File: src/rtl/sse_pkg.sv
`default_nettype none
package sse_pkg;
  // register-format opcodes of the two roots
  localparam logic [11:0] OPC_SQRT_REAL = 12'h688;
  localparam logic [11:0] OPC_SQRT_LONG = 12'h698;
  // memory-format opcodes of the stores
  localparam logic [7:0] OPC_SAVE_WORD = 8'h92;
  localparam logic [7:0] OPC_SAVE_ORD_BYTE = 8'h82;
  localparam logic [7:0] OPC_SAVE_ORD_SHORT = 8'h8A;
  localparam logic [7:0] OPC_SAVE_INT_BYTE = 8'hC2;
  localparam logic [7:0] OPC_SAVE_INT_SHORT = 8'hCA;
  localparam logic [7:0] OPC_SAVE_LONG = 8'h9A;
  localparam logic [7:0] OPC_SAVE_TRIPLE = 8'hA2;
  localparam logic [7:0] OPC_SAVE_QUAD = 8'hB2;
  localparam int MEM_OPC_W = 8;
  // byte counts of one memory beat
  localparam logic [2:0] BYTES_BYTE = 3'h1;
  localparam logic [2:0] BYTES_SHORT = 3'h2;
  localparam logic [2:0] BYTES_WORD = 3'h4;
  // further beats after the first
  localparam logic [1:0] LEFT_NONE = 2'h0;
  localparam logic [1:0] LEFT_LONG = 2'h1;
  localparam logic [1:0] LEFT_TRIPLE = 2'h2;
  localparam logic [1:0] LEFT_QUAD = 2'h3;
  localparam logic [1:0] LEFT_ONE = 2'h1;
  localparam logic [31:0] ADDR_STEP = 32'h4;
  localparam int WORD_W = 32;
  // signed ranges of the narrow integer stores
  localparam logic signed [31:0] INT8_MIN = 32'hFFFFFF80;
  localparam logic signed [31:0] INT8_MAX = 32'h0000007F;
  localparam logic signed [31:0] INT16_MIN = 32'hFFFF8000;
  localparam logic signed [31:0] INT16_MAX = 32'h00007FFF;
  // real operand fields
  localparam int REAL_SIGN = 31;
  localparam int REAL_EXP_HI = 30;
  localparam int REAL_EXP_LO = 23;
  localparam int REAL_FRAC_HI = 22;
  // long real operand fields
  localparam int LONG_SIGN = 63;
  localparam int LONG_EXP_HI = 62;
  localparam int LONG_EXP_LO = 52;
  localparam int LONG_FRAC_HI = 51;
  // exception bits, same positions in the mask word
  localparam int EXC_OVF = 0;
  localparam int EXC_UNF = 1;
  localparam int EXC_INV = 2;
  localparam int EXC_INX = 3;
  localparam int EXC_W = 4;
  typedef enum logic [1:0] {
    FLT_NONE = 2'h0,
    FLT_INT_OVF = 2'h1,
    FLT_RESV_ENC = 2'h2,
    FLT_FP_EXC = 2'h3
  } sse_fault_t;
  typedef enum logic {
    SEQ_IDLE = 1'h0,
    SEQ_SAVE = 1'h1
  } sse_state_t;
endpackage
`default_nettype wire

File: src/rtl/sse_sqrt_if.sv
`default_nettype none
interface sse_sqrt_if;
  logic is_long;
  logic [63:0] opnd;
  logic norm_mode;
  logic [3:0] mask;
  logic res_ovf;
  logic res_unf;
  logic res_inx;
  logic [3:0] exc;
  logic resv;
  logic fault;
  modport chk (
    input is_long, opnd, norm_mode, mask, res_ovf, res_unf, res_inx,
    output exc, resv, fault
  );
  modport core (
    output is_long, opnd, norm_mode, mask, res_ovf, res_unf, res_inx,
    input exc, resv, fault
  );
endinterface
`default_nettype wire

File: src/rtl/sse_exec.sv
// Notes on behaviour
// - square roots decode from register opcodes 688 (real) and 698 (long).
// - denormal operand with normalizing mode set gives reserved-encoding fault.
// - each root exception faults only when its mask bit is clear.
// - root result too large flags overflow.
// - root result too small flags underflow.
// - operand below -0 flags invalid operation.
// - signalling nan operand flags invalid operation.
// - root that needs rounding flags inexact.
// - stores copy one register or successive registers from the lowest upward.
// - store address is the first byte written, any addressing mode upstream.
// - byte stores write one low byte, short stores two low bytes.
// - word, long, triple, quad write 4, 8, 12, 16 bytes ascending.
// - only integer byte and short stores may raise integer overflow.
`default_nettype none
module sse_exec
  import sse_pkg::*;
(
  input wire logic I_CORE_CLK,
  input wire logic I_RST,
  input wire logic I_ISSUE,
  input wire logic I_FMT_MEM,
  input wire logic [11:0] I_OPCODE,
  input wire logic [127:0] I_SRC_DATA,
  input wire logic [31:0] I_DST_ADDR,
  input wire logic I_AC_NORM,
  input wire logic [3:0] I_AC_MASK,
  input wire logic [63:0] I_FP_SRC,
  input wire logic I_SQ_OVF,
  input wire logic I_SQ_UNF,
  input wire logic I_SQ_INX,
  input wire logic I_MEM_READY,
  output logic O_BUSY,
  output logic O_MEM_VALID,
  output logic [31:0] O_MEM_ADDR,
  output logic [31:0] O_MEM_DATA,
  output logic [2:0] O_MEM_NBYTES,
  output logic O_DONE,
  output logic O_FAULT,
  output logic [1:0] O_FAULT_KIND,
  output logic [3:0] O_FP_EXC
);
  function automatic logic in_range(input logic [31:0] w, input logic signed [31:0] lo,
                                    input logic signed [31:0] hi);
    return ($signed(w) >= lo) && ($signed(w) <= hi);
  endfunction

  sse_sqrt_if sq ();
  sse_sqrt_chk u_chk (.sq(sq));

  sse_state_t state_ff, nxt_state;
  logic valid_ff, nxt_valid;
  logic [31:0] addr_ff, nxt_addr;
  logic [31:0] data_ff, nxt_data;
  logic [95:0] rest_ff, nxt_rest;
  logic [1:0] left_ff, nxt_left;
  logic [2:0] nbytes_ff, nxt_nbytes;
  logic done_ff, nxt_done;
  logic fault_ff, nxt_fault;
  sse_fault_t kind_ff, nxt_kind;
  logic [3:0] exc_ff, nxt_exc;

  logic [7:0] mem_opc;
  logic take;
  logic is_sqrt;
  logic is_store;
  logic int_ovf;
  logic [1:0] save_left;
  logic [2:0] save_nbytes;

  ////////////////////////////////////////////////////////////////////////////
  // decode
  assign mem_opc = I_OPCODE[MEM_OPC_W-1:0];
  assign take = I_ISSUE && (state_ff == SEQ_IDLE);
  assign is_sqrt = !I_FMT_MEM && (I_OPCODE == OPC_SQRT_REAL
                                  || I_OPCODE == OPC_SQRT_LONG);

  assign sq.is_long = (I_OPCODE == OPC_SQRT_LONG);
  assign sq.opnd = I_FP_SRC;
  assign sq.norm_mode = I_AC_NORM;
  assign sq.mask = I_AC_MASK;
  assign sq.res_ovf = I_SQ_OVF;
  assign sq.res_unf = I_SQ_UNF;
  assign sq.res_inx = I_SQ_INX;

  always_comb begin
    is_store = I_FMT_MEM;
    int_ovf = 1'h0;
    save_left = LEFT_NONE;
    save_nbytes = BYTES_WORD;
    unique case (mem_opc)
      OPC_SAVE_WORD: save_nbytes = BYTES_WORD;
      OPC_SAVE_ORD_BYTE: save_nbytes = BYTES_BYTE;
      OPC_SAVE_ORD_SHORT: save_nbytes = BYTES_SHORT;
      OPC_SAVE_INT_BYTE: begin
        save_nbytes = BYTES_BYTE;
        int_ovf = !in_range(I_SRC_DATA[WORD_W-1:0], INT8_MIN, INT8_MAX);
      end
      OPC_SAVE_INT_SHORT: begin
        save_nbytes = BYTES_SHORT;
        int_ovf = !in_range(I_SRC_DATA[WORD_W-1:0], INT16_MIN, INT16_MAX);
      end
      OPC_SAVE_LONG: save_left = LEFT_LONG;
      OPC_SAVE_TRIPLE: save_left = LEFT_TRIPLE;
      OPC_SAVE_QUAD: save_left = LEFT_QUAD;
      default: is_store = 1'h0;
    endcase
  end

  ////////////////////////////////////////////////////////////////////////////
  // sequencing
  always_comb begin
    nxt_state = state_ff;
    nxt_valid = valid_ff;
    nxt_addr = addr_ff;
    nxt_data = data_ff;
    nxt_rest = rest_ff;
    nxt_left = left_ff;
    nxt_nbytes = nbytes_ff;
    nxt_done = 1'h0;
    nxt_fault = 1'h0;
    nxt_kind = FLT_NONE;
    nxt_exc = '0;
    unique case (state_ff)
      SEQ_IDLE: begin
        if (take && is_sqrt) begin
          nxt_done = 1'h1;
          nxt_exc = sq.exc;
          nxt_fault = sq.fault;
          nxt_kind = sq.resv ? FLT_RESV_ENC : (sq.fault ? FLT_FP_EXC : FLT_NONE);
        end else if (take && is_store && int_ovf) begin
          // faulting store writes nothing
          nxt_done = 1'h1;
          nxt_fault = 1'h1;
          nxt_kind = FLT_INT_OVF;
        end else if (take && is_store) begin
          nxt_state = SEQ_SAVE;
          nxt_valid = 1'h1;
          nxt_addr = I_DST_ADDR;
          nxt_data = I_SRC_DATA[WORD_W-1:0];
          nxt_rest = I_SRC_DATA[127:WORD_W];
          nxt_left = save_left;
          nxt_nbytes = save_nbytes;
        end
      end
      SEQ_SAVE: begin
        if (I_MEM_READY) begin
          if (left_ff == LEFT_NONE) begin
            nxt_state = SEQ_IDLE;
            nxt_valid = 1'h0;
            nxt_done = 1'h1;
          end else begin
            // next register, next word up
            nxt_addr = addr_ff + ADDR_STEP;
            nxt_data = rest_ff[WORD_W-1:0];
            nxt_rest = {{WORD_W{1'h0}}, rest_ff[95:WORD_W]};
            nxt_left = left_ff - LEFT_ONE;
          end
        end
      end
    endcase
  end

  always_ff @(posedge I_CORE_CLK or posedge I_RST) begin
    if (I_RST) begin
      state_ff <= SEQ_IDLE;
      valid_ff <= 1'h0;
      addr_ff <= '0;
      data_ff <= '0;
      rest_ff <= '0;
      left_ff <= LEFT_NONE;
      nbytes_ff <= BYTES_WORD;
      done_ff <= 1'h0;
      fault_ff <= 1'h0;
      kind_ff <= FLT_NONE;
      exc_ff <= '0;
    end else begin
      state_ff <= nxt_state;
      valid_ff <= nxt_valid;
      addr_ff <= nxt_addr;
      data_ff <= nxt_data;
      rest_ff <= nxt_rest;
      left_ff <= nxt_left;
      nbytes_ff <= nxt_nbytes;
      done_ff <= nxt_done;
      fault_ff <= nxt_fault;
      kind_ff <= nxt_kind;
      exc_ff <= nxt_exc;
    end
  end

  assign O_BUSY = valid_ff;
  assign O_MEM_VALID = valid_ff;
  assign O_MEM_ADDR = addr_ff;
  assign O_MEM_DATA = data_ff;
  assign O_MEM_NBYTES = nbytes_ff;
  assign O_DONE = done_ff;
  assign O_FAULT = fault_ff;
  assign O_FAULT_KIND = kind_ff;
  assign O_FP_EXC = exc_ff;

  ////////////////////////////////////////////////////////////////////////////
  // checks
  logic real_take;
  assign real_take = take && !I_FMT_MEM && (I_OPCODE == OPC_SQRT_REAL);

  a_sqrt_decode: assert property (@(posedge I_CORE_CLK) disable iff (I_RST)
    take && is_sqrt |=> O_DONE && !O_MEM_VALID)
    else $error("root not completed");
  a_resv_enc_fault: assert property (@(posedge I_CORE_CLK) disable iff (I_RST)
    real_take && I_AC_NORM && ~|I_FP_SRC[REAL_EXP_HI:REAL_EXP_LO]
    && |I_FP_SRC[REAL_FRAC_HI:0] |=> O_FAULT && O_FAULT_KIND == FLT_RESV_ENC && O_FP_EXC == '0)
    else $error("missing reserved encoding fault");
  a_mask_gate: assert property (@(posedge I_CORE_CLK) disable iff (I_RST)
    O_FP_EXC != '0 |-> O_FAULT == |(O_FP_EXC & ~$past(I_AC_MASK)))
    else $error("mask not honoured");
  a_ovf_unf_flag: assert property (@(posedge I_CORE_CLK) disable iff (I_RST)
    take && is_sqrt && !I_AC_NORM
    |=> O_FP_EXC[EXC_OVF] == $past(I_SQ_OVF) && O_FP_EXC[EXC_UNF] == $past(I_SQ_UNF))
    else $error("range flag wrong");
  a_neg_invalid: assert property (@(posedge I_CORE_CLK) disable iff (I_RST)
    real_take && !I_AC_NORM && I_FP_SRC[REAL_SIGN] && |I_FP_SRC[REAL_SIGN-1:0]
    && !(&I_FP_SRC[REAL_EXP_HI:REAL_EXP_LO]) |=> O_FP_EXC[EXC_INV])
    else $error("negative operand not invalid");
  a_snan_invalid: assert property (@(posedge I_CORE_CLK) disable iff (I_RST)
    real_take && !I_AC_NORM && &I_FP_SRC[REAL_EXP_HI:REAL_EXP_LO]
    && !I_FP_SRC[REAL_FRAC_HI] && |I_FP_SRC[REAL_FRAC_HI:0] |=> O_FP_EXC[EXC_INV])
    else $error("signalling nan not invalid");
  a_inexact_flag: assert property (@(posedge I_CORE_CLK) disable iff (I_RST)
    take && is_sqrt && !I_AC_NORM |=> O_FP_EXC[EXC_INX] == $past(I_SQ_INX))
    else $error("inexact flag wrong");
  a_first_word: assert property (@(posedge I_CORE_CLK) disable iff (I_RST)
    take && is_store && !int_ovf |=> O_MEM_VALID && O_MEM_ADDR == $past(I_DST_ADDR)
    && O_MEM_DATA == $past(I_SRC_DATA[WORD_W-1:0]))
    else $error("first store beat wrong");
  a_narrow_size: assert property (@(posedge I_CORE_CLK) disable iff (I_RST)
    take && I_FMT_MEM && mem_opc == OPC_SAVE_ORD_SHORT |=> O_MEM_NBYTES == BYTES_SHORT)
    else $error("short store size wrong");
  a_quad_beats: assert property (@(posedge I_CORE_CLK) disable iff (I_RST)
    take && I_FMT_MEM && mem_opc == OPC_SAVE_QUAD ##1 I_MEM_READY[*4]
    |=> O_DONE && O_MEM_ADDR == $past(I_DST_ADDR, 5) + ADDR_STEP * 3)
    else $error("quad store beats wrong");
  a_int_ovf_fault: assert property (@(posedge I_CORE_CLK) disable iff (I_RST)
    O_FAULT_KIND == FLT_INT_OVF |-> $past(I_FMT_MEM) && ($past(mem_opc) == OPC_SAVE_INT_BYTE
    || $past(mem_opc) == OPC_SAVE_INT_SHORT) && !O_MEM_VALID)
    else $error("integer overflow from wrong store");
  a_int_byte_range: assert property (@(posedge I_CORE_CLK) disable iff (I_RST)
    take && I_FMT_MEM && mem_opc == OPC_SAVE_INT_BYTE && I_SRC_DATA[WORD_W-1:0] == INT8_MAX
    |=> !O_FAULT && O_MEM_VALID)
    else $error("fitting byte refused");
endmodule // sse_exec
`default_nettype wire

File: src/rtl/sse_sqrt_chk.sv
`default_nettype none
module sse_sqrt_chk
  import sse_pkg::*;
(
  sse_sqrt_if.chk sq
);
  logic sign;
  logic exp_zero;
  logic exp_ones;
  logic frac_zero;
  logic quiet;
  logic denorm;
  logic nan;

  always_comb begin
    if (sq.is_long) begin
      sign = sq.opnd[LONG_SIGN];
      exp_zero = ~|sq.opnd[LONG_EXP_HI:LONG_EXP_LO];
      exp_ones = &sq.opnd[LONG_EXP_HI:LONG_EXP_LO];
      frac_zero = ~|sq.opnd[LONG_FRAC_HI:0];
      quiet = sq.opnd[LONG_FRAC_HI];
    end else begin
      sign = sq.opnd[REAL_SIGN];
      exp_zero = ~|sq.opnd[REAL_EXP_HI:REAL_EXP_LO];
      exp_ones = &sq.opnd[REAL_EXP_HI:REAL_EXP_LO];
      frac_zero = ~|sq.opnd[REAL_FRAC_HI:0];
      quiet = sq.opnd[REAL_FRAC_HI];
    end
    denorm = exp_zero && !frac_zero;
    nan = exp_ones && !frac_zero;
    sq.resv = sq.norm_mode && denorm;
    sq.exc = '0;
    // reserved encoding preempts the arithmetic exceptions
    if (!sq.resv) begin
      sq.exc[EXC_OVF] = sq.res_ovf;
      sq.exc[EXC_UNF] = sq.res_unf;
      // -0 and negative nan are not below -0
      sq.exc[EXC_INV] = (sign && !(exp_zero && frac_zero) && !nan)
                        || (nan && !quiet);
      sq.exc[EXC_INX] = sq.res_inx;
    end
    sq.fault = sq.resv || |(sq.exc & ~sq.mask);
  end
endmodule // sse_sqrt_chk
`default_nettype wire

File: config.mk
export PLATFORM = sky130hd
export DESIGN_NAME = sse_exec
export DESIGN_NICKNAME = d
export VERILOG_FILES = /design/src/rtl/sse_pkg.sv /design/src/rtl/sse_sqrt_if.sv /design/src/rtl/sse_exec.sv /design/src/rtl/sse_sqrt_chk.sv
export SDC_FILE = /design/constraint.sdc
export NUM_CORES = 1
export LEC_CHECK = 0
export BUFFER_PORTS_ARGS = -buffer_cell sky130_fd_sc_hd__buf_2
export CAP_MARGIN = 20
export CELL_PAD_IN_SITES_DETAIL_PLACEMENT = 1
export CELL_PAD_IN_SITES_GLOBAL_PLACEMENT = 1
export CORE_UTILIZATION = 30
export CTS_BUF_LIST = sky130_fd_sc_hd__clkbuf_16
export CTS_CLUSTER_DIAMETER = 100
export DETAILED_ROUTE_END_ITERATION = 12
export PLACE_DENSITY = 0.65
export SLEW_MARGIN = 20
export SYNTH_ARGS = -nofsm -noshare
export SYNTH_HDL_FRONTEND = slang
export SYNTH_SLANG_ARGS = --single-unit
File: constraint.sdc
create_clock -name I_CORE_CLK -period 11 [get_ports I_CORE_CLK]
set_clock_uncertainty 0.1 [all_clocks]
set_input_delay 1.65 -clock I_CORE_CLK [delete_from_list [all_inputs] [get_ports I_CORE_CLK]]
set_output_delay 1.65 -clock I_CORE_CLK [all_outputs]
set_load 0.05 [all_outputs]
Word-level counts from Yosys, hierarchy flattened

Index checks and enable logic that the tools add are counted.

Register bits after elaboration: 175
Output and inout bits: 77
Logic and storage cells: 140

Add/sub/neg operators: 2
Order comparisons: 4
Equality and inequality tests: 16
Multiplexer cells: 60
Bitwise gates (word level): 5
Reduce and logical (&&, ||, !) cells: 42

Operators with widths:

| cell                    | count |
|---|---|
| $mux W96                | 5 |
| $mux W32                | 10 |
| $pmux W96 S2            | 1 |
| $pmux W32 S2            | 2 |
| $eq A8 B8 Y1 const B    | 8 |
| $reduce_or A52 Y1       | 1 |
| $add A32 B3 Y32 const B | 1 |
| $ge A32 B16 Y1 const B  | 1 |
| $ge A32 B8 Y1 const B   | 1 |
| $le A32 B16 Y1 const B  | 1 |
| $le A32 B8 Y1 const B   | 1 |
| $eq A12 B11 Y1 const B  | 2 |
| $mux W1                 | 23 |
| $reduce_or A23 Y1       | 1 |
| $mux W2                 | 9 |
| $reduce_or A8 Y1        | 2 |
| $logic_and A1 B1 Y1     | 14 |
| $mux W4                 | 3 |
| $logic_not A1 Y1        | 11 |
| $reduce_and A11 Y1      | 1 |
| $reduce_or A11 Y1       | 1 |
| $reduce_and A5 Y1       | 2 |
| $ne A2 B2 Y1 const B    | 4 |
| $pmux W1 S2             | 4 |
| other kinds (14)        | 20 |

Depth between registers and ports, before layout

Gate-level depths: netlist of the first run.

Depth after elaboration: 16
Mapped depth: 11
Gate-level depth less buffers: 8

Cells and area by module

From an unflattened synthesis of the first run, not the netlist that was laid out.

Cell total of the unflattened synthesis: 837
Area, all modules: 9,679.3 um^2

Modules (own cells, without submodules):

| module       | times used | cells an instance | area an instance (um^2) |
|---|---|---|---|
| sse_exec     | 1          | 782               | 9,300.2 |
| sse_sqrt_chk | 1          | 55                | 379.1 |

Worst setup path before layout of the first run

No wires, ideal clock.

Path kind: input-to-reg
From: input port I_SRC_DATA[24]
To: register addr_ff[3] (netlist: O_MEM_ADDR[3])
Library setup time: 0.132 ns
Arrival: 3.211 ns
Data required time: 10.768 ns
Slack: 7.557 ns
Stages on the path: 9
Path buffers: 3
Path through: or3_1 -> or3_1 -> a31oi_2 -> nor2b_2 -> buf_6 -> buf_6 -> buf_2 -> nand2_1 -> o21ai_1

Cells in the longest elaborated chain, start to end: 7
Elaborated cells between the ends (all ways): 12
Classes of those cells: 4 x order compare; 1 x eq/ne; 1 x mux; 6 x reduce/logical

Ends and longest elaborated chain:

| what                                   | RTL line                        | RTL |
|---|---|---|
| start: declaration                     | sse_exec.sv:24                  | `input wire logic [127:0] I_SRC_DATA,` |
| $ge A32 B16 Y1 (tied with other cells) | sse_exec.sv:45                  | `return ($signed(w) >= lo) && ($signed(w) <= hi);` |
| $logic_and A1 B1 Y1                    | sse_exec.sv:45                  |  |
| $logic_not A1 Y1 (on tied branches)    | sse_exec.sv:101, sse_exec.sv:97 |  |
| $pmux W1 S2 (*)                        | sse_exec.sv:91                  | `unique case (mem_opc)` |
| $logic_and A1 B1 Y1 (*)                | sse_exec.sv:131                 | `end else if (take && is_store && int_ovf) begin` |
| $ne A2 B2 Y1 (no line) (*)             | -                               |  |
| $reduce_and A5 Y1 (no line) (*)        | -                               |  |
| end signal: assignment                 | sse_exec.sv:180                 | `addr_ff <= nxt_addr;` |
| end: declaration                       | sse_exec.sv:53                  | `logic [31:0] addr_ff, nxt_addr;` |

Mark *: on every way between the ends. The rest lies on a longest branch, timed or not.
A chain may end at the register's enable or synchronous reset.

Final worst setup path of the first run

From: input port I_OPCODE[2]
To: register rest_ff[18]

Cells in the longest elaborated chain, start to end: 7
Elaborated cells between the ends (all ways): 22
Classes of those cells: 13 x eq/ne; 2 x mux; 7 x reduce/logical

Ends and longest elaborated chain:

| what                            | RTL line                         | RTL |
|---|---|---|
| start: declaration              | sse_exec.sv:23                   | `input wire logic [11:0] I_OPCODE,` |
| $eq A8 B8 Y1                    | sse_exec.sv:91                   |  |
| $reduce_or A8 Y1 (no line)      | -                                |  |
| $mux W1                         | sse_exec.sv:91                   |  |
| $logic_and A1 B1 Y1             | sse_exec.sv:131, sse_exec.sv:136 |  |
| $logic_and A1 B1 Y1             | sse_exec.sv:131                  |  |
| $ne A2 B2 Y1 (no line)          | -                                |  |
| $reduce_and A5 Y1 (no line) (*) | -                                |  |
| end signal: assignment          | sse_exec.sv:182                  | `rest_ff <= nxt_rest;` |
| end: declaration                | sse_exec.sv:55                   | `logic [95:0] rest_ff, nxt_rest;` |

Marks and branches as above.

==> out/metrics.yaml, run 1 <==
grt:
  grt_util_all_layers: 0.193
  gr-total-overflow: 0
  grt_max_degree: 109
  grt_pass1_wl_um: 43600
  antenna_found_initial: 12
  grt_pass1_vias: 7978
sta:
  hold_viol_final: 0
  worst_pin_slew_ps: 1020
  fin_crit_ps: 5310
  finalSetupViolCount: 0
  finalCritPeriodShare: 0.483
  drv_slew: 0
  whs_ps: 385
  relSlewSlack: 0.320
  fmax_mhz: 188
  rsz0062_at_grt: "no"
  fin_setup_tns_ps: 0
yosys:
  syn_inst: 940
  synth.most_common_cell: "nand2_1"
  synthesis.area_um2: 8710
  synthFlopType: "dfrtp_1"
  ys_warn_count: 0
  synth_nets: 1191
  yosys_register_bits: 175
  synth_largest_area_cell: "dfrtp_1"
  synth_cell_type_count: 59
  yosysSeqAreaShare: 0.503
  synth_area_leaders: "dfrtp_1, mux2i_1, nand2_1"
  synth_top_area_frac: 0.500
  syn_avg_cell_area_um2: 9.26
  yosys-top-cells-count: "nand2_1, dfrtp_1, mux2i_1"
  synthArstFlopShare: 1.00
  synth_edf_count: 0
setup_path:
  end_kind: "register"
  worstPathRequired_ps: 11170
  crit_top_cell: "buf_4"
  worstPathCellList: "buf_2 > nand4bb_1 > nor3_2 > and2_1 > a31oi_4 > buf_4 > nor2b_4 > buf_4 > buf_4 > o21ai_0"
  cp_slowest_cell: "buf_4"
  criticalPathCategory: "in2reg"
  start_kind: "input port"
  critPathArrivalTime_ps: 5480
  r2r_slack_ps: 6660
  crit_fanout: 104
  slowest_delay_ps: 890
clock_tree:
  cts-buffers-inserted: 17
  post_cts_buffers: 0
  cts.sink_count: 175
  worstSkewPairLatency_ps: 430
  root_buffer: "clkbuf_16"
  clockBufferDepth: 2
  clkTransAtPathRegs_ps: 70
  cts_tree: "yes"
  cts_resized: 0
  postCtsHoldBufs: 0
  htree_levels: 4
detailed_routing:
  vias: 7953
  remaining_drc_errors: 0
  detail-route-antenna-nets: 0
  routedWlPerCell_um: 17.6
  finalWirelength_um: 28700
  avgViaCountPerCell: 4.88
  first_pass_iters: 4
  drt_iter0_markers: 395
run_status:
  status: "complete, no violations"
floorplan:
  fp.dieArea_um2: 29700
  dieHeight_um: 172
  die_x_um: 172
  io_pins: 326
  start_util: 0.309
  core_area_um2: 28200
  rows: 61
pwr:
  p_leak_nw: 5.19
  p_per_area_nw_per_um2: 259
  peakVddDrop_mv: 0.126
place:
  hpwlAfterDp_um: 21300
  portBuffers: 325
  gp_congestion: 0.797
final_layout:
  area_growth_pct: 28.5
  nNetsFinal: 1483
  drive_above_1_share: 0.304
worst_hold_path:
  hold_class: "reg2reg"
run:
  max_cap_viol_count: 0
==> final timing paths <==
kind / start / to / depth (start not counted)
max in group asynchronous: I_RST / rest_ff[91] / 3
worst max-delay path: I_OPCODE[2] / rest_ff[18] / 10
worst min register to register: O_MEM_DATA[20] / O_MEM_DATA[20] / 2
worst min-delay path: O_MEM_DATA[20] / O_MEM_DATA[20] / 2
min in group asynchronous: I_RST / rest_ff[85] / 2
worst max register to register: state_ff / rest_ff[18] / 9
==> layout make-up <==
| cell class | count | area (um^2) |
|---|---|---|
| clock buffer | 17 | 425 |
| clock inverter | 15 | 121 |
| tap | 378 | 473 |
| multi-input combinational | 692 | 4020 |
| fill | 3376 | 17000 |
| timing repair buffer | 333 | 1690 |
| inverter | 13 | 56.3 |
| sequential | 175 | 4380 |
| antenna | 8 | 20.0 |
==> worst max-delay path: cells and delay by family <==
kind	cells	cell delay (ps)
buffers and inverters	4	2000
AND/OR/NAND/NOR	4	1420
AO/OA/AOI/OAI	2	290
==> placed cells by master, fill, tap and decap left out, drive strengths merged, types with 4 or more instances in the layout <==
| master | count |
|---|---|
| nor2 | 23 |
| or3 | 4 |
| mux2i | 101 |
| nand3 | 20 |
| nand4 | 24 |
| nor2b | 4 |
| dfrtp | 174 |
| buf | 333 |
| o21ai | 150 |
| and3 | 7 |
| inv | 20 |
| a21oi | 54 |
| clkinv | 4 |
| o22ai | 17 |
| nor4 | 23 |
| and2 | 4 |
| nand2 | 203 |
| clkbuf | 17 |
| a31oi | 5 |
| diode | 8 |
| nor3 | 8 |
| nand2b | 4 |
==> per-layer routing <==
metal | global-route usage | part of all wire | up-vias
li1 | - | - | 3945
met1 | 0.265 | 0.48 | 3800
met2 | 0.302 | 0.47 | 170
met3 | 0.0350 | 0.038 | 30
met4 | 0.0700 | 0.016 | 8
met5 | 0 | 0.0016 | -
==> per-stage QoR <==
stage | std cells | cell area, um^2 | worst slack, ps | total power [mW] | utilization
after floorplan | 940 | 8710 | 4510 | 1.98 | -
after global placement | 1591 | 10600 | 5380 | 2.31 | 0.377
after detailed placement | 1591 | 10600 | 5250 | 2.34 | 0.377
after CTS | 1623 | 11200 | 5690 | 2.93 | 0.396
after global routing | 1631 | 11200 | 5410 | 3.10 | 0.397
final | 1631 | 11200 | 5690 | 2.89 | 0.397
==> flip-flops by register name (all words and copies together), names as in the netlist <==
| name | flops |
|---|---|
| O_BUSY | 1 |
| O_DONE | 1 |
| O_FAULT | 1 |
| O_FAULT_KIND | 2 |
| O_FP_EXC | 4 |
| O_MEM_ADDR | 32 |
| O_MEM_DATA | 32 |
| O_MEM_NBYTES | 3 |
| left_ff | 2 |
| rest_ff | 96 |
| state_ff | 1 |
==> power by group <==
part,switching [mW],total [mW],internal (mW)
combinational,0.847,1.22,0.373
clock,0.265,0.576,0.311
sequential,0.213,1.10,0.885
==> cell families after synthesis <==
family / count (synthesis) / synth area share
compound gates: 247 / 0.156
xor+xnor: 1 / 0.00101
fa+ha+maj: 2 / 0.00287
buf+inv: 73 / 0.0371
flops: 175 / 0.503
mux: 103 / 0.119
simple gates: 339 / 0.182
No activity file was read; power rests on OpenSTA's default activity.
==> run 2: changes to the inputs <==
==> constraint.sdc (replaced) <==
create_clock -name I_CORE_CLK -period 5.4 [get_ports I_CORE_CLK]
set_clock_uncertainty 0.1 [all_clocks]
set_input_delay 0.81 -clock I_CORE_CLK [delete_from_list [all_inputs] [get_ports I_CORE_CLK]]
set_output_delay 0.81 -clock I_CORE_CLK [all_outputs]
set_load 0.05 [all_outputs]
==> out/metrics.yaml, run 2 (synthesis gave the netlist of run 1 again) <==
detailed_routing:
  detail-route-antenna-nets: 0  # unchanged
  avgViaCountPerCell: 4.91  # +0.69%
  routedWlPerCell_um: 18.1  # +3.1%
  vias: 7988  # +0.44%
  finalWirelength_um: 29500  # +2.8%
  remaining_drc_errors: 0  # unchanged
  drt_iter0_markers: 467  # +18%
  first_pass_iters: 4  # unchanged
sta:
  fmax_mhz: 289
  hold_viol_final: 0  # unchanged
  rsz0062_at_grt: "no"
  fin_setup_tns_ps: 0  # unchanged
  drv_slew: 0  # unchanged
  fin_crit_ps: 3460
  worst_pin_slew_ps: 1070  # +50.9 ps
  finalSetupViolCount: 0  # unchanged
  whs_ps: 382  # -3.00 ps
  finalCritPeriodShare: 0.640
  relSlewSlack: 0.286  # -0.0339
setup_path:
  end_kind: "register"
  crit_fanout: 75  # -28%
  cp-startpoint: "I_SRC_DATA[21]"
  worstPathRequired_ps: 5640  # -5530 ps
  start_kind: "input port"
  crit_top_cell: "buf_4"
  critPathBufInv: 3  # -1
  cp_slowest_cell: "buf_4"
  critPathArrivalTime_ps: 3700  # -1780 ps
  slowest_delay_ps: 600  # -290 ps
  worstPathCellList: "buf_2 > nor4_1 > nand4_1 > or3_1 > a31oi_4 > buf_4 > nand2b_1 > buf_4 > o21ai_1 > mux2i_1"
  criticalPathCategory: "in2reg"
  r2r_start: "state_ff"
  cp_top_family: "buffers and inverters"
place:
  place_inst: 1591  # unchanged
  portBuffers: 325  # unchanged
  gp_congestion: 0.827  # +3.8%
  hpwlAfterDp_um: 21500  # +0.98%
final_layout:
  top_register: "rest_ff"
  fin_util: 0.397  # about the same
  area_growth_pct: 28.6  # about the same
  final_cell_mix: "buf_2, nand2_1, dfrtp_1, mux2i_1, o21ai_1"
  largest_reg_flops: 96  # unchanged
  drive_above_1_share: 0.301  # -0.00217
  final_common_cell: "buf_2"
  stdcell_count: 1627  # -0.25%
  nNetsFinal: 1483  # unchanged
clock_tree:
  worstSkewPairLatency_ps: 440  # about the same
  clkTransAtPathRegs_ps: 70  # about the same
  clockBufferDepth: 2  # unchanged
  root_buffer: "clkbuf_16"
  cts_resized: 0  # unchanged
  cts-buffers-inserted: 17  # unchanged
  post_cts_buffers: 0  # unchanged
  cts.sink_count: 175  # unchanged
  cts_tree: "yes"
  postCtsHoldBufs: 0  # unchanged
  htree_levels: 4  # unchanged
run_status:
  status: "complete, no violations"
grt:
  gr-total-overflow: 0  # unchanged
  grt_pass1_vias: 8037  # +0.74%
  grt_util_all_layers: 0.199  # +0.00611
  antenna_found_initial: 4  # -8
  grt_pass1_wl_um: 45200  # +3.7%
  grt_max_degree: 176  # +61%
worst_hold_path:
  min-delay-start: "O_MEM_DATA[20]"
  hold_class: "reg2reg"
floorplan:
  dieHeight_um: 172  # unchanged
  core_area_um2: 28200  # unchanged
  io_pins: 326  # unchanged
  fp.dieArea_um2: 29700  # unchanged
  die_x_um: 172  # unchanged
  start_util: 0.309  # unchanged
  rows: 61  # unchanged
pwr:
  p_per_area_nw_per_um2: 531  # +110%
  p_leak_nw: 5.18  # about the same
  p_total_mw: 5.95  # +110%
  peakVddDrop_mv: 0.215  # +70%
run:
  max_cap_viol_count: 0  # unchanged
run 2: cell count changes in the layout (fill, tap and decap cells not counted), sizes merged:
cell,delta
clkinvlp,-1
clkinv,+5
inv,-6
diode,-3
bufinv,+1
run 2: power by group:
part	switching, mW	internal (mW)	total (mW)
sequential	0.440	1.80	2.24
combinational	1.74	0.762	2.50
clock	0.528	0.670	1.20
total	2.71	3.24	5.95
run 2: cell type report:
class,instances,area [um^2]
Timing Repair Buffer,333,1700
Clock buffer,17,425
Antenna cell,5,12.5
Multi-Input combinational cell,692,4020
Fill cell,3402,17000
Clock inverter,14,126
Tap cell,378,473
Sequential cell,175,4380
Inverter,13,52.6
run 2: per-layer routing:
| layer | vias to the layer above | track usage | share of wire |
|---|---|---|---|
| met5 | - | 0 | 0 |
| met4 | 0 | 0.0481 | 0.0086 |
| met3 | 16 | 0.0385 | 0.040 |
| met2 | 179 | 0.313 | 0.48 |
| met1 | 3855 | 0.280 | 0.47 |
| li1 | 3938 | - | - |
run 2: path summary, 6_finish.rpt:
path | depth (start not counted) | slack (ps) | endpoint
setup reg to reg | 9 | 2040 | O_MEM_ADDR[2]
min in group asynchronous | 3 | 490 | O_MEM_DATA[19]
max in group asynchronous | 3 | 3850 | rest_ff[67]
hold / removal | 2 | 380 | O_MEM_DATA[20]
setup / recovery | 10 | 1940 | O_MEM_ADDR[2]
hold reg to reg | 2 | 380 | O_MEM_DATA[20]
run 2: worst reg2reg max path, delay by kind of cell, from the launching register on:
kind,cells,cell delay (ps)
AO/OA/AOI/OAI,3,570
multiplexers,1,190
buffers and inverters,2,1070
AND/OR/NAND/NOR,3,660
flip-flops,1,690
run 2: stage by stage:
| step | worst slack [ps] | cell area, um^2 |
|---|---|---|
| 2_1_floorplan | 2250 | 8710 |
| 3_3_place_gp | 1590 | 10600 |
| 3_5_place_dp | 1510 | 10600 |
| 4_1_cts | 1930 | 11200 |
| 5_1_grt | 1770 | 11200 |
| 6_report | 1940 | 11200 |
==> run 3: changes to the inputs <==
==> constraint.sdc (replaced) <==
create_clock -name I_CORE_CLK -period 3.5 [get_ports I_CORE_CLK]
set_clock_uncertainty 0.1 [all_clocks]
set_input_delay 0.525 -clock I_CORE_CLK [delete_from_list [all_inputs] [get_ports I_CORE_CLK]]
set_output_delay 0.525 -clock I_CORE_CLK [all_outputs]
set_load 0.05 [all_outputs]
==> out/metrics.yaml, run 3 (synthesis gave the netlist of run 1 again) <==
place:
  portBuffers: 325  # unchanged
  hpwlAfterDp_um: 21700  # +1.2%
  gp_congestion: 0.820  # -0.86%
pwr:
  p_leak_nw: 5.25  # +1.3%
  p_per_area_nw_per_um2: 822  # +55%
  peakVddDrop_mv: 0.413  # +93%
  p_total_mw: 9.31  # +57%
sta:
  drv_slew: 0  # unchanged
  fin_setup_tns_ps: 0  # unchanged
  fin_crit_ps: 2550
  relSlewSlack: 0.311  # +0.0250
  finalSetupViolCount: 0  # unchanged
  rsz0062_at_grt: "no"
  hold_viol_final: 0  # unchanged
  finalCritPeriodShare: 0.729
  fmax_mhz: 392
  worst_pin_slew_ps: 1030  # -37.6 ps
grt:
  grt_max_degree: 116  # -34%
  antenna_found_initial: 7  # +3
  grt_pass1_vias: 7875  # -2.0%
  grt_pass1_wl_um: 43600  # -3.6%
  grt_util_all_layers: 0.193  # -0.00644
  gr-total-overflow: 0  # unchanged
setup_path:
  r2r_slack_ps: 950  # -1090 ps
  worstReg2RegEnd: "O_MEM_ADDR[24]"
  ff2ff_path_depth: 7  # -2
  crit_fanout: 6  # -92%
  cp_top_family: "simple AND/OR/NAND/NOR gates"
  critPathArrivalTime_ps: 2760  # -940 ps
  slowest_delay_ps: 490  # -110 ps
  cp_slowest_cell: "or3_1"
  cp-startpoint: "O_MEM_ADDR[2]"
  end_kind: "register"
  crit_end: "O_MEM_ADDR[24]"
  worstPathCellList: "ha_1 > nand3_1 > or3_1 > nor2b_1 > nand2_1 > o22ai_1 > o2bb2a_1"
  worstPathRequired_ps: 3710  # -1930 ps
  worst-path-stages: 7  # -3
  criticalPathCategory: "reg2reg"
  critPathBufInv: 0  # -3
  start_kind: "register"
  r2r_start: "O_MEM_ADDR[2]"
floorplan:
  io_pins: 326  # unchanged
  dieHeight_um: 172  # unchanged
  rows: 61  # unchanged
  die_x_um: 172  # unchanged
  fp.dieArea_um2: 29700  # unchanged
  start_util: 0.309  # unchanged
  core_area_um2: 28200  # unchanged
final_layout:
  top_register: "rest_ff"
  area_growth_pct: 30.1
  drive_above_1_share: 0.307  # +0.00551
  largest_reg_flops: 96  # unchanged
  nNetsFinal: 1489  # +0.40%
  nFillCells: 3397  # -0.15%
  final_common_cell: "buf_2"
  final_cell_mix: "buf_2, nand2_1, dfrtp_1, mux2i_1, o21ai_1"
run:
  max_cap_viol_count: 0  # unchanged
run_status:
  status: "complete, no violations"
detailed_routing:
  avgViaCountPerCell: 4.84  # -1.5%
  detail-route-antenna-nets: 0  # unchanged
  routedWlPerCell_um: 17.7  # -2.3%
  vias: 7897  # -1.1%
  first_pass_iters: 4  # unchanged
  finalWirelength_um: 28900  # -1.9%
  remaining_drc_errors: 0  # unchanged
  drt_iter0_markers: 399  # -15%
clock_tree:
  root_buffer: "clkbuf_16"
  clkTransAtPathRegs_ps: 70  # about the same
  cts.sink_count: 175  # unchanged
  cts-buffers-inserted: 17  # unchanged
  cts_tree: "yes"
  htree_levels: 4  # unchanged
  clockBufferDepth: 2  # unchanged
  worstSkewPairLatency_ps: 430  # about the same
worst_hold_path:
  hold_class: "in2reg"
-- run 3: changes by cell type in the layout (fill, tap and decap cells not counted), moves of 2 or more --
cell	previous run	this run
buf_12	1	4
buf_4	6	9
inv_8	0	3
clkinv_1	5	3
-- run 3: final cells by class --
class / instances / area, um^2 / area share
Antenna cell: 4 / 10.0 / 0.000884
Clock buffer: 17 / 425 / 0.0376
Clock inverter: 15 / 183 / 0.0161
Inverter: 13 / 52.6 / 0.00464
Multi-Input combinational cell: 692 / 4020 / 0.355
Sequential cell: 175 / 4380 / 0.387
Tap cell: 378 / 473 / 0.0417
Timing Repair Buffer: 339 / 1780 / 0.157
-- run 3: worst min-delay path, delay by kind of cell --
kind / cells / cell delay, ps
buffers and inverters: 1 / 70
AO/OA/AOI/OAI: 1 / 50
AND/OR/NAND/NOR: 1 / 40
-- run 3: repair_timing --
| item | 4_1_cts | 5_1_grt |
|---|---|---|
| hold buffers | 1 | 0 |
| buffers inserted | 0 | 0 |
| resized for setup | 0 | 0 |
| endpoints found under the hold margin | 7 | 0 |
| setup endpoints to repair | 0 | 0 |
-- run 3: where the power goes --
part	internal (mW)	leakage (nW)	total (mW)	switching, mW
clock network	1.14	0.296	1.99	0.855
registers	2.78	2.22	3.38	0.602
logic	1.20	2.74	3.94	2.74
total	5.12	5.25	9.31	4.19
-- run 3: worst min path at each step --
stage / slack, ps / to / cells past startpoint / startpoint
finish: 200 / rest_ff[74] / 3 / I_SRC_DATA[106]
global route: 190 / rest_ff[87] / 3 / I_SRC_DATA[119]
CTS: 180 / rest_ff[83] / 3 / I_SRC_DATA[115]
detailed placement: 360 / O_MEM_DATA[26] / 2 / I_RST
global placement: 360 / O_MEM_DATA[21] / 2 / I_RST
floorplan: 350 / rest_ff[17] / 2 / rest_ff[17]
-- run 3: layer usage --
| metal | wire [um] | share of wire | GRT usage |
|---|---|---|---|
| met1 | 13900 | 0.48 | 0.270 |
| met2 | 13500 | 0.47 | 0.301 |
| met3 | 1010 | 0.035 | 0.0350 |
| met5 | 27 | 0.00093 | 0 |
| met4 | 529 | 0.018 | 0.0566 |
-- run 3: metrics by stage --
step / cells / instance area (um^2) / utilization / worst slack, ps / hold WS (ps)
after floorplan: 940 / 8710 / - / 637 / 350
after global placement: 1596 / 10700 / 0.380 / 722 / 360
after detailed placement: 1596 / 10700 / 0.380 / 698 / 362
after CTS: 1629 / 11300 / 0.402 / 971 / 185
after global routing: 1633 / 11300 / 0.402 / 841 / 190
final: 1633 / 11300 / 0.402 / 950 / 198
